**config.mk**
```make
export PLATFORM = sky130hd
export DESIGN_NAME = sis_irq_status
export DESIGN_NICKNAME = d
export VERILOG_FILES = /design/src/sis_pkg.sv /design/src/sis_persist.sv /design/src/sis_irq_status.sv
export VERILOG_INCLUDE_DIRS = /design/src
export SDC_FILE = /design/constraint.sdc
export NUM_CORES = 1
export LEC_CHECK = 0
export BUFFER_PORTS_ARGS = -buffer_cell sky130_fd_sc_hd__buf_2
export CAP_MARGIN = 20
export CELL_PAD_IN_SITES_DETAIL_PLACEMENT = 0
export CELL_PAD_IN_SITES_GLOBAL_PLACEMENT = 1
export CORE_ASPECT_RATIO = 0.9
export CORE_UTILIZATION = 43
export CTS_CLUSTER_SIZE = 14
export DETAILED_ROUTE_END_ITERATION = 7
export PLACE_DENSITY_LB_ADDON = 0.1
export SYNTH_ARGS = -nofsm -noshare
export SYNTH_HDL_FRONTEND = slang
export SYNTH_SLANG_ARGS = --single-unit
```
**constraint.sdc**
```tcl
create_clock -name clk_sys -period 5.7 [get_ports clk_sys]
set_input_delay 1.14 -clock clk_sys [delete_from_list [all_inputs] [get_ports clk_sys]]
set_output_delay 1.14 -clock clk_sys [all_outputs]
set_load 0.01 [all_outputs]
```
**src/sis_cfg.svh**
```systemverilog
// Register map, field positions and reset values of the sensor
// interrupt status and modulator timing block.
// Assumes the includer uses 8-bit register addresses and 8-bit data.
`ifndef SIS_CFG_SVH
`define SIS_CFG_SVH

`define SIS_ADDR_FLAGS        8'h8E
`define SIS_ADDR_MOD_TIMING   8'h8F
`define SIS_ADDR_AMB_IR       8'h90
`define SIS_ADDR_CTRL         8'hE0

`define SIS_BIT_BS_READY      0
`define SIS_BIT_AMB_READY     1
`define SIS_BIT_BELOW         2
`define SIS_BIT_ABOVE         3
`define SIS_FLAG_MASK         8'h0F

`define SIS_MOD_DELAY_HI      7
`define SIS_MOD_DELAY_LO      5
`define SIS_MOD_FREQ_HI       4
`define SIS_MOD_FREQ_LO       3
`define SIS_MOD_DEAD_HI       2
`define SIS_MOD_DEAD_LO       0
`define SIS_MOD_TIMING_RST    8'h01

`define SIS_CTRL_RST          8'h00
`define SIS_CTRL_PERSIST_HI   6
`define SIS_CTRL_PERSIST_LO   4
`define SIS_CTRL_BS_EN        3
`define SIS_CTRL_AMB_EN       2
`define SIS_CTRL_LIM_EN       1
`define SIS_CTRL_LIM_SEL      0

`define SIS_AMB_IR_RST        8'h00

`endif

```
**src/sis_pkg.sv**
```systemverilog
// Types shared by the sensor interrupt status block.
// Assumes nothing of its surroundings.
package sis_pkg;
	typedef enum logic [2:0]
	{
		SIS_ST_STANDBY = 3'b001,
		SIS_ST_MEASURE = 3'b010,
		SIS_ST_REPORT  = 3'b100
	} sis_state_t;
endpackage : sis_pkg

```
**src/sis_persist.sv**
```systemverilog
// Persistence counter for one limit comparison.
// Assumes one result strobe per measurement, on the same clock.
`timescale 1ns/1ps
`include "sis_cfg.svh"
module sis_persist
	import sis_pkg::*;
#(
	parameter int CW = 8
)
(
	input  wire logic          clk_sys,
	input  wire logic          rst,
	input  wire logic          ce,
	input  wire logic          sample,
	input  wire logic          out_of_range,
	input  wire logic [2:0]    persist_code,
	output logic               fire
);
	logic [CW-1:0] cnt_q;
	logic [CW-1:0] cnt_d;
	logic [CW-1:0] need;

	// The needed count doubles per code; saturating stops refiring on long runs.
	always_comb
	begin
		need  = CW'(1) << persist_code;
		cnt_d = cnt_q;
		fire  = 1'b0;
		if (sample)
		begin
			if (!out_of_range)
				cnt_d = '0;
			else if (cnt_q < need)
			begin
				cnt_d = cnt_q + CW'(1);
				fire  = (cnt_q + CW'(1)) == need;
			end
		end
	end

	// Counter register.
	always_ff @(posedge clk_sys or posedge rst)
	begin
		if (rst)
			cnt_q <= '0;
		else if (ce)
			cnt_q <= cnt_d;
	end
endmodule : sis_persist

```
**src/sis_irq_status.sv**
```systemverilog
// Interrupt status flags, modulator timing register and standby control.
// Assumes a register port already decoded from the serial bus on clk_sys,
// and measurement results that arrive as one-cycle strobes on clk_sys.
//
// Notes on behaviour
// - Status register lives at 8Eh.
// - Below low limit sets below flag.
// - Above high limit sets above flag.
// - Flags stay latched until host clears.
// - Writing one clears; zero leaves flag.
// - Interrupt pin low while any flag set.
// - Delay field at 8Fh, resets zero.
// - Two-bit frequency field, reset 390.625 kHz.
// - Dead-time field resets to one.
// - Idle means standby, only registers active.
// - Standby keeps emitter sink disabled.
// - Register port works during standby.
// - Ready and limit interrupts need enables.
// - Select bit routes limit compare source.
// - Persistence needs 1 to 128 hits.
// - Ambient enable gates ambient ready flag.
`timescale 1ns/1ps
`include "sis_cfg.svh"
module sis_irq_status
	import sis_pkg::*;
#(
	parameter int DW = 16
)
(
	input  wire logic          clk_sys,
	input  wire logic          rst,
	input  wire logic          ce,
	input  wire logic          reg_wr,
	input  wire logic          reg_rd,
	input  wire logic [7:0]    reg_addr,
	input  wire logic [7:0]    reg_wdata,
	output logic      [7:0]    reg_rdata,
	input  wire logic          meas_request,
	input  wire logic          bs_result_valid,
	input  wire logic [DW-1:0] bs_result,
	input  wire logic          amb_result_valid,
	input  wire logic [DW-1:0] amb_result,
	input  wire logic [DW-1:0] low_limit,
	input  wire logic [DW-1:0] high_limit,
	output logic               int_n_o,
	output logic               int_n_oe,
	output logic      [2:0]    mod_delay,
	output logic      [1:0]    test_signal_frequency,
	output logic      [2:0]    mod_dead_time,
	output logic               emitter_sink_enable,
	output logic               measure_active
);
	logic [3:0]  flags_q, flags_d;
	logic [7:0]  mod_q, mod_d;
	logic [7:0]  ctrl_q, ctrl_d;
	logic [7:0]  rdata_q, rdata_d;
	sis_state_t  st_q, st_d;
	logic        lim_sample;
	logic [DW-1:0] lim_value;
	logic        below_fire, above_fire;
	logic        wr_flags, wr_mod, wr_ctrl;
	logic        biosensor_ready_irq_enable, amb_ready_irq_enable;
	logic        limit_irq_enable, limit_source_select;
	logic [3:0]  set_ev;

	function automatic logic hit(input logic [7:0] a, input logic [7:0] b);
		hit = (a == b);
	endfunction : hit

	assign wr_flags = reg_wr && hit(reg_addr, `SIS_ADDR_FLAGS);
	assign wr_mod   = reg_wr && hit(reg_addr, `SIS_ADDR_MOD_TIMING);
	assign wr_ctrl  = reg_wr && hit(reg_addr, `SIS_ADDR_CTRL);
	assign biosensor_ready_irq_enable = ctrl_q[`SIS_CTRL_BS_EN];
	assign amb_ready_irq_enable       = ctrl_q[`SIS_CTRL_AMB_EN];
	assign limit_irq_enable           = ctrl_q[`SIS_CTRL_LIM_EN];
	assign limit_source_select        = ctrl_q[`SIS_CTRL_LIM_SEL];

	// Limit comparison routed to one source.
	assign lim_sample = limit_source_select ? amb_result_valid : bs_result_valid;
	assign lim_value  = limit_source_select ? amb_result : bs_result;

	sis_persist #(.CW(8)) u_below
	(
		.clk_sys      (clk_sys),
		.rst          (rst),
		.ce           (ce),
		.sample       (lim_sample),
		.out_of_range (lim_value < low_limit),
		.persist_code (ctrl_q[`SIS_CTRL_PERSIST_HI:`SIS_CTRL_PERSIST_LO]),
		.fire         (below_fire)
	);

	sis_persist #(.CW(8)) u_above
	(
		.clk_sys      (clk_sys),
		.rst          (rst),
		.ce           (ce),
		.sample       (lim_sample),
		.out_of_range (lim_value > high_limit),
		.persist_code (ctrl_q[`SIS_CTRL_PERSIST_HI:`SIS_CTRL_PERSIST_LO]),
		.fire         (above_fire)
	);

	// Events that raise flags, each gated by its enable.
	always_comb
	begin
		set_ev = 4'h0;
		set_ev[`SIS_BIT_BS_READY]  = bs_result_valid && biosensor_ready_irq_enable;
		set_ev[`SIS_BIT_AMB_READY] = amb_result_valid && amb_ready_irq_enable;
		set_ev[`SIS_BIT_BELOW]     = below_fire && limit_irq_enable;
		set_ev[`SIS_BIT_ABOVE]     = above_fire && limit_irq_enable;
	end

	// Register next values; a set in the clear cycle wins so no event is lost.
	always_comb
	begin
		flags_d = flags_q;
		mod_d   = mod_q;
		ctrl_d  = ctrl_q;
		if (wr_flags)
			flags_d = flags_q & ~reg_wdata[3:0];
		flags_d = flags_d | set_ev;
		if (wr_mod)
			mod_d = reg_wdata;
		if (wr_ctrl)
			ctrl_d = {1'b0, reg_wdata[6:0]};
	end

	// Read data; the reserved ambient level reads its reset value.
	always_comb
	begin
		rdata_d = rdata_q;
		if (reg_rd)
		begin
			case (reg_addr)
				`SIS_ADDR_FLAGS:      rdata_d = {4'h0, flags_q};
				`SIS_ADDR_MOD_TIMING: rdata_d = mod_q;
				`SIS_ADDR_AMB_IR:     rdata_d = `SIS_AMB_IR_RST;
				`SIS_ADDR_CTRL:       rdata_d = ctrl_q;
				default:              rdata_d = 8'h00;
			endcase
		end
	end

	// Standby until a measurement is demanded; a started one runs to its result. The register port never stops.
	always_comb
	begin
		case (st_q)
			SIS_ST_STANDBY: st_d = meas_request ? SIS_ST_MEASURE : SIS_ST_STANDBY;
			SIS_ST_MEASURE: st_d = (bs_result_valid || amb_result_valid) ?
				SIS_ST_REPORT : SIS_ST_MEASURE;
			SIS_ST_REPORT:  st_d = meas_request ? SIS_ST_MEASURE : SIS_ST_STANDBY;
			default:        st_d = SIS_ST_STANDBY;
		endcase
	end

	// State registers; the register path is clocked the same in every mode.
	always_ff @(posedge clk_sys or posedge rst)
	begin
		if (rst)
		begin
			flags_q <= 4'h0;
			mod_q   <= `SIS_MOD_TIMING_RST;
			ctrl_q  <= `SIS_CTRL_RST;
			rdata_q <= 8'h00;
			st_q    <= SIS_ST_STANDBY;
		end
		else if (ce)
		begin
			flags_q <= flags_d;
			mod_q   <= mod_d;
			ctrl_q  <= ctrl_d;
			rdata_q <= rdata_d;
			st_q    <= st_d;
		end
	end

	assign reg_rdata             = rdata_q;
	assign mod_delay             = mod_q[`SIS_MOD_DELAY_HI:`SIS_MOD_DELAY_LO];
	assign test_signal_frequency = mod_q[`SIS_MOD_FREQ_HI:`SIS_MOD_FREQ_LO];
	assign mod_dead_time         = mod_q[`SIS_MOD_DEAD_HI:`SIS_MOD_DEAD_LO];
	assign measure_active        = (st_q == SIS_ST_MEASURE);
	// Emitter sink off in standby whatever current is programmed.
	assign emitter_sink_enable   = (st_q == SIS_ST_MEASURE);
	// Open drain: output data is always low, enable low means pulling down.
	assign int_n_o  = 1'b0;
	assign int_n_oe = ~(|flags_q);

	a_flag_sticky: assert property (@(posedge clk_sys) disable iff (rst)
		(ce && $past(ce) && $past(flags_q[0]) && !$past(wr_flags)) |-> flags_q[0])
		else $error("Flag dropped without a clear.");
	a_clear_one: assert property (@(posedge clk_sys) disable iff (rst)
		(ce && wr_flags && reg_wdata[2] && !set_ev[2]) |=> !flags_q[2])
		else $error("Write one did not clear.");
	a_set_wins: assert property (@(posedge clk_sys) disable iff (rst)
		(ce && set_ev[3]) |=> flags_q[3])
		else $error("Event lost.");
	a_pin_level: assert property (@(posedge clk_sys) disable iff (rst)
		!int_n_o && (int_n_oe == (flags_q == 4'h0)))
		else $error("Interrupt pin mismatch.");
	a_bs_gate: assert property (@(posedge clk_sys) disable iff (rst)
		(ce && $past(ce) && !$past(flags_q[0]) && !$past(biosensor_ready_irq_enable))
		|-> !flags_q[0])
		else $error("Ungated biosensor flag.");
	a_amb_gate: assert property (@(posedge clk_sys) disable iff (rst)
		(ce && amb_result_valid && amb_ready_irq_enable) |=> flags_q[1])
		else $error("Ambient ready missed.");
	a_standby_sink: assert property (@(posedge clk_sys) disable iff (rst)
		($past(st_q) == SIS_ST_STANDBY && !$past(meas_request)) |-> !emitter_sink_enable)
		else $error("Sink on in standby.");
	a_flag_read: assert property (@(posedge clk_sys) disable iff (rst)
		(ce && reg_rd && reg_addr == `SIS_ADDR_FLAGS) |=> reg_rdata[7:4] == 4'h0)
		else $error("Upper status bits not zero.");
	a_mod_write: assert property (@(posedge clk_sys) disable iff (rst)
		(ce && wr_mod) |=> mod_q == $past(reg_wdata))
		else $error("Timing write lost.");
	c_clear: cover property (@(posedge clk_sys) disable iff (rst) wr_flags && flags_q != 4'h0);
	c_above: cover property (@(posedge clk_sys) disable iff (rst) set_ev[3]);
	c_below: cover property (@(posedge clk_sys) disable iff (rst) set_ev[2]);
	c_measure: cover property (@(posedge clk_sys) disable iff (rst) st_q == SIS_ST_REPORT);
endmodule : sis_irq_status

```
==> reports/results.ini, run 1 <==
[route]
via_count = 3878
drt_iter0_drc = 162
vias_per_cell = 5.64
wire_per_inst_um = 15.1
drt_pass1_iterations = 5
drc_errors = 0
totalWireLength_mm = 10.4
postRouteAntennaNets = 0

[setup_path]
end_kind = flip-flop
critPathArrivalTime_ns = 3.71
worstSetupStartpointType = flip-flop
rr_startpoint = ctrl_q[0]$_DFFE_PP0P_
r2r_cells = 8
r2r_end = u_above.cnt_q[5]$_DFFE_PP0P_
crit_path_top_delay_cell = dfrtp_1
critPathKind = flip-flop to flip-flop
cp_data_required_time_ns = 5.90
cp_cell_sequence = mux2_2 -> ha_1 -> nor2b_1 -> o211ai_1 -> a2111oi_0 -> or4_1 -> nand4bb_1 -> o311ai_1
slowest_delay_ns = 0.92
crit_fanout = 19
rrSetupSlack_ns = 2.19

[synth]
yosys.area.top_type = dfrtp_1
yosys_most_used_dff = dfrtp_1
syn-cell-area_um2 = 4130
synth_nets = 609
yosysWarningCount = 0
synth_area_leaders = dfrtp_1, ha_1, mux2_2
ys_ff_latch = 46
synth_cell_types = 69
avgSynthCellArea_um2 = 8.75
netlist_instances = 472
async_flop_share = 1.00
synth_top_area_frac = 0.267
ys_top_cells_by_count = ha_1, inv_1, nand2_1, dfrtp_1, mux2_2
synth_edf_count = 0
synth-seq-area-share = 0.279

[sta]
fin_crit_sh = 0.616
tightest_slew_ns = 0.866
fin_tns_setup_ns = 0
setup_viol = 0
drv_slew = 0
fin_worst_skew_ns = 0.0112
finalHoldViolCount = 0
setup_ws_ns = 2.19
max_freq_mhz = 285
fin_crit_ns = 3.51
grt_setup_unrepaired = false
max_slew_margin = 0.423

[placed_design]
dp_hpwl_mm = 8.49
dp_slack_ns = 1.95
io_buffers = 106
routabilityCongestion = 0.882

[grt]
grtUsageTotal = 0.210
grt_pass1_vias = 3582
grt_overflow = 0
antenna_found_initial = 0
grt_max_degree = 47
grt_pass1_wl_mm = 17.0

[hold_path]
holdPathStages = 2
hp-start = reg_rdata[6]$_DFFE_PP0P_
holdPathEnd = reg_rdata[6]$_DFFE_PP0P_
min_path_type = flip-flop to flip-flop

[pwr]
leakagePower_uw = 0.00233
pwr_density_cell_nw_per_um2 = 221
power_uw = 1070
ir_worst_vdd_uv = 162

[cells_and_area]
drive_above_1_share = 0.281
nFillCells = 883
antennaDiodeCount = 0
area_delta_synth_final_pct = 17.4
utilization = 0.527
fin_nets = 702

[clock_tree]
post_cts_buffers = 0
cts_root_buffer = clkbuf_8
cts_made_buffers = 5
cts.sinks = 46
htree_levels = 2
clkTransAtPathRegs_ns = 0.09
clock_latency_ns = 0.30
clk_path_buf_depth = 2
hold_buffers = 0
cts_tree = done
cts_repair_resize_count = 0

[floorplan]
design.core.area_um2 = 9210
fp.dieH_um = 95.0
initial_utilization = 0.449
ios = 108
die_w_um = 105
die_area_um2 = 10000
row_count = 33

[status]
status = complete, no violations

[job]
drv_cap = 0

how the worst max path moves through the flow:
stage                                startpoint                           end  cells after the start
after global routing      ctrl_q[0]$_DFFE_PP0P_  u_above.cnt_q[5]$_DFFE_PP0P_                      8
final                     ctrl_q[0]$_DFFE_PP0P_  u_above.cnt_q[5]$_DFFE_PP0P_                      8
after CTS                 ctrl_q[0]$_DFFE_PP0P_  u_above.cnt_q[5]$_DFFE_PP0P_                      8
after global placement            amb_result[1]  u_above.cnt_q[5]$_DFFE_PP0P_                      9
after detailed placement          amb_result[1]  u_above.cnt_q[5]$_DFFE_PP0P_                      9
after floorplan                   amb_result[7]  u_above.cnt_q[5]$_DFFE_PP0P_                     10
placed cells by master (no fill, tap or decap), drive strengths merged, types with 3 or more instances in the layout:
master / synthesis / layout
a21oi: 23 / 23
a222oi: 4 / 4
a22oi: 4 / 4
a31oi: 7 / 7
and3: 4 / 4
buf: 11 / 107
clkbuf: 10 / 5
dfrtp: 44 / 44
ha: 49 / 49
inv: 49 / 48
mux2: 32 / 32
mux2i: 7 / 7
nand2: 47 / 47
nand2b: 7 / 7
nand3: 18 / 18
nand3b: 5 / 5
nand4: 9 / 9
nor2: 17 / 17
nor2b: 5 / 5
nor3: 6 / 6
nor3b: 3 / 3
nor4: 4 / 4
o211ai: 11 / 11
o21ai: 27 / 27
o22ai: 9 / 9
o311ai: 4 / 4
o31ai: 5 / 5
or3: 3 / 3
or4: 3 / 3
xnor2: 5 / 5
layout make-up:
class                   count  area [um2]  area share
inverters                  49         184      0.0379
multi-input cells         356        2680       0.553
repair buffers            107         538       0.111
clock buffers               5        68.8      0.0142
flip-flops and latches     46        1150       0.238
clock inverters             3        68.8      0.0142
well taps                 122         153      0.0315
flip-flops by register name, summed over array words and instances, names as in the netlist:
signal and cells:
ctrl_q 7, flags_q 4, mod_q 8, reg_rdata 8, st_q 3, u_above.cnt_q 8
u_below.cnt_q 8
metrics by stage:
| step | instances | area (um2) | hold slack [ns] |
|---|---|---|---|
| finish | 688 | 4850 | 0.482 |
| floorplan | 472 | 4130 | 0.478 |
| CTS | 688 | 4850 | 0.489 |
| global route | 688 | 4850 | 0.511 |
| global placement | 680 | 4710 | 0.457 |
| detailed placement | 680 | 4710 | 0.468 |
cells by family (layout without fill, tap and decap cells):
logic type,Yosys count,after routing,synth area share
and+or+nand+nor,142,142,0.183
muxes,39,39,0.105
buffers and inverters,70,164,0.0712
adders and majority gates,49,49,0.148
xor gates and xnor gates,8,8,0.0203
DFF,46,46,0.279
other,1,1,0.000908
AOI/OAI and AO/OA,117,117,0.192
power by group:
part | switching (uW) | total (uW) | internal, uW | leakage [uW]
clock network | 112 | 288 | 176 | 0.0000683
registers | 62.4 | 425 | 363 | 0.000611
logic | 192 | 357 | 165 | 0.00165
total | 367 | 1070 | 704 | 0.00233
metal layers:
metal  up-vias  share of wire  track usage
met5         -              0            0
met4         0         0.0088       0.0387
met3        10          0.048       0.0283
met2       104           0.46        0.359
met1      1835           0.48        0.287
li1       1929              -            -
worst max-delay path, delay by kind of cell, from the launching register on:
family          cells  cell delay (ns)
fa+ha+maj           1             0.29
simple gates        3             0.87
compound gates      3             0.91
mux                 1             0.43
flops               1             0.92
Note: power is estimated with default switching activity, not from simulation.
==> run 2, diff against run 1 <==
ABC_AREA = 1   (was not set)
CORE_UTILIZATION = 34   (was 43)
clock period = 2.9 ns   (was 5.7 ns; I/O delays follow)
==> reports/results.ini, run 2 <==
[synth]
synth_edf_count = 0
ys_top_cells_by_count = nand2_1, inv_1, ha_1, dfrtp_1, a21oi_1
netlist_instances = 585
yosysWarningCount = 0
synth_top_area_frac = 0.270
synth_nets = 722
yosys.area.top_type = dfrtp_1
avgSynthCellArea_um2 = 6.97
yosys_most_used_dff = dfrtp_1
synth_area_leaders = dfrtp_1, nand2_1, ha_1
syn-cell-area_um2 = 4080
synth-seq-area-share = 0.283
synth_most_common_cell = nand2_1
async_flop_share = 1.00
synth_cell_types = 42
ys_ff_latch = 46

[placed_design]
io_buffers = 106
dp_hpwl_mm = 8.56
routabilityCongestion = 0.785
post_dp_cell_area_um2 = 4780
dp_slack_ns = 0.285

[setup_path]
crit_buf_inv = 3
crit_path_top_delay_cell = dfrtp_1
r2r_cells = 12
cp_cell_sequence = inv_1 -> nor3_2 -> inv_2 -> ha_1 -> a21oi_1 -> o21ai_0 -> a21oi_4 -> inv_1 -> nand3_1 -> nand2_2 -> nand2_1 -> nand2_1
crit_family = simple AND/OR/NAND/NOR gates
cp_data_required_time_ns = 3.08
crit_fanout = 10
critPathKind = flip-flop to flip-flop
critPathArrivalTime_ns = 2.74
slowest_delay_ns = 0.52
end_kind = flip-flop
worst-path-stages = 12
worstSetupStartpointType = flip-flop

[route]
wire_per_inst_um = 12.4
vias_per_cell = 4.64
via_count = 3942
drt_iter0_drc = 198
drc_errors = 0
totalWireLength_mm = 10.6
drt_pass1_iterations = 4
postRouteAntennaNets = 0

[pwr]
power_uw = 1730
leakagePower_uw = 0.00293
ir_worst_vdd_uv = 234
pwr_density_cell_nw_per_um2 = 350

[status]
status = complete, no violations

[cells_and_area]
antennaDiodeCount = 0
area_delta_synth_final_pct = 21.5
multi_input_area_um2 = 2490
stdcell_area_um2 = 4960
layout_commonest_cell = nand2_1
utilization = 0.428
nFillCells = 1284
fin_nets = 830
drive_above_1_share = 0.228
final_cell_mix = nand2_1, buf_2, inv_1
regArea_um2 = 1150

[clock_tree]
post_cts_buffers = 0
htree_levels = 2
cts.sinks = 46
clock_latency_ns = 0.29
clk_path_buf_depth = 2
hold_buffers = 0
clkTransAtPathRegs_ns = 0.07
cts_root_buffer = clkbuf_16
cts_made_buffers = 5
cts_tree = done

[grt]
globalRoute.busiestLayer = met2
gr-usage-met1 = 0.250
antenna_found_initial = 0
grt_overflow = 0
grt_pass1_vias = 3861
grt_max_degree = 47
met3_usage = 0.0263
grtUsageMet2 = 0.296
grt_pass1_wl_mm = 18.2
grtUsageTotal = 0.178

[floorplan]
row_count = 37
fp.dieH_um = 106
die_w_um = 117
die_area_um2 = 12400
ios = 108
initial_utilization = 0.353
design.core.area_um2 = 11600

[sta]
drv_slew = 0
finalHoldViolCount = 0
fin_crit_sh = 0.883
grt_setup_unrepaired = false
setup_viol = 0
fin_tns_setup_ns = 0
max_slew_margin = 0.633
max_freq_mhz = 391
setup_ws_ns = 0.340
tightest_slew_ns = 0.550
fin_worst_skew_ns = 0.00813
fin_crit_ns = 2.56

[hold_path]
min_path_type = input port to asynchronous set/reset pin

[job]
drv_cap = 0

## run 2: cell types whose count changed after synthesis, moves of 7 or more
| cell | before | now |
|---|---|---|
| a21oi_1 | 23 | 34 |
| a31oi_1 | 7 | 0 |
| inv_1 | 49 | 89 |
| inv_2 | 0 | 11 |
| mux2_2 | 32 | 0 |
| nand2_1 | 47 | 179 |
| nand4_1 | 9 | 22 |
| nor2_1 | 16 | 30 |
| o211ai_1 | 11 | 0 |
| o21ai_0 | 27 | 18 |
| o21ai_1 | 0 | 10 |
| o22ai_1 | 9 | 1 |
| xor2_1 | 2 | 9 |
## run 2: area by class of cell
class | count | area share
clock buffer | 5 | 0.0252
multi-input combinational | 427 | 0.503
tap | 156 | 0.0394
timing repair buffer | 112 | 0.119
sequential | 46 | 0.233
inverter | 101 | 0.0765
clock inverter | 3 | 0.00479
## run 2: path summary, 6_finish.rpt
check | startpoint | endpoint | slack, ns
worst max-delay path | ctrl_q[4]$_DFFE_PP0P_ | u_below.cnt_q[3]$_DFFE_PP0P_ | 0.34
worst min-delay path | rst | ctrl_q[5]$_DFFE_PP0P_ | 0.23
worst max register to register | ctrl_q[4]$_DFFE_PP0P_ | u_below.cnt_q[3]$_DFFE_PP0P_ | 0.34
worst min register to register | reg_rdata[3]$_DFFE_PP0P_ | reg_rdata[3]$_DFFE_PP0P_ | 0.48
max in group asynchronous | rst | st_q[0]$_DFFE_PP1P_ | 2.12
min in group clk_sys | reg_rdata[3]$_DFFE_PP0P_ | reg_rdata[3]$_DFFE_PP0P_ | 0.48
## run 2: repair_timing
action                                 4_1_cts  5_1_grt
setup endpoints to repair                    0        8
endpoints found under the hold margin        0        0
resized for setup                            0        1
## run 2: cell families (layout without fill, tap and decap cells)
| group | after synthesis | count (layout) | share of synthesized area |
|---|---|---|---|
| flops | 46 | 46 | 0.283 |
| compound gates | 71 | 71 | 0.0990 |
| other cells | 1 | 1 | 0.000919 |
| mux | 2 | 2 | 0.00491 |
| fa+ha+maj | 49 | 49 | 0.150 |
| buf+inv | 112 | 221 | 0.108 |
| xor+xnor | 18 | 18 | 0.0420 |
| simple gates | 286 | 286 | 0.312 |
## run 2: metal layers
metal / share of wire / wire length, um
met1: 0.51 / 5350
met2: 0.45 / 4790
met3: 0.037 / 386
met4: 0.0029 / 31
met5: 0 / 0
## run 2: worst register-to-register path: cells and delay by family (launching register included)
kind            cells  cell delay [ns]
simple gates        5             0.69
buf+inv             3             0.34
flops               1             0.52
fa+ha+maj           1             0.31
compound gates      3             0.59
## run 2: report_power, final
group | internal [uW] | switching [uW] | total, uW
registers | 677 | 38.7 | 716
logic | 179 | 254 | 433
clock network | 323 | 262 | 585
## run 2: through the flow
step	hold WS, ns	cells
final	0.231	850
after global routing	0.240	850
after CTS	0.482	849
after detailed placement	0.463	841
after global placement	0.462	841
after floorplan	0.459	585
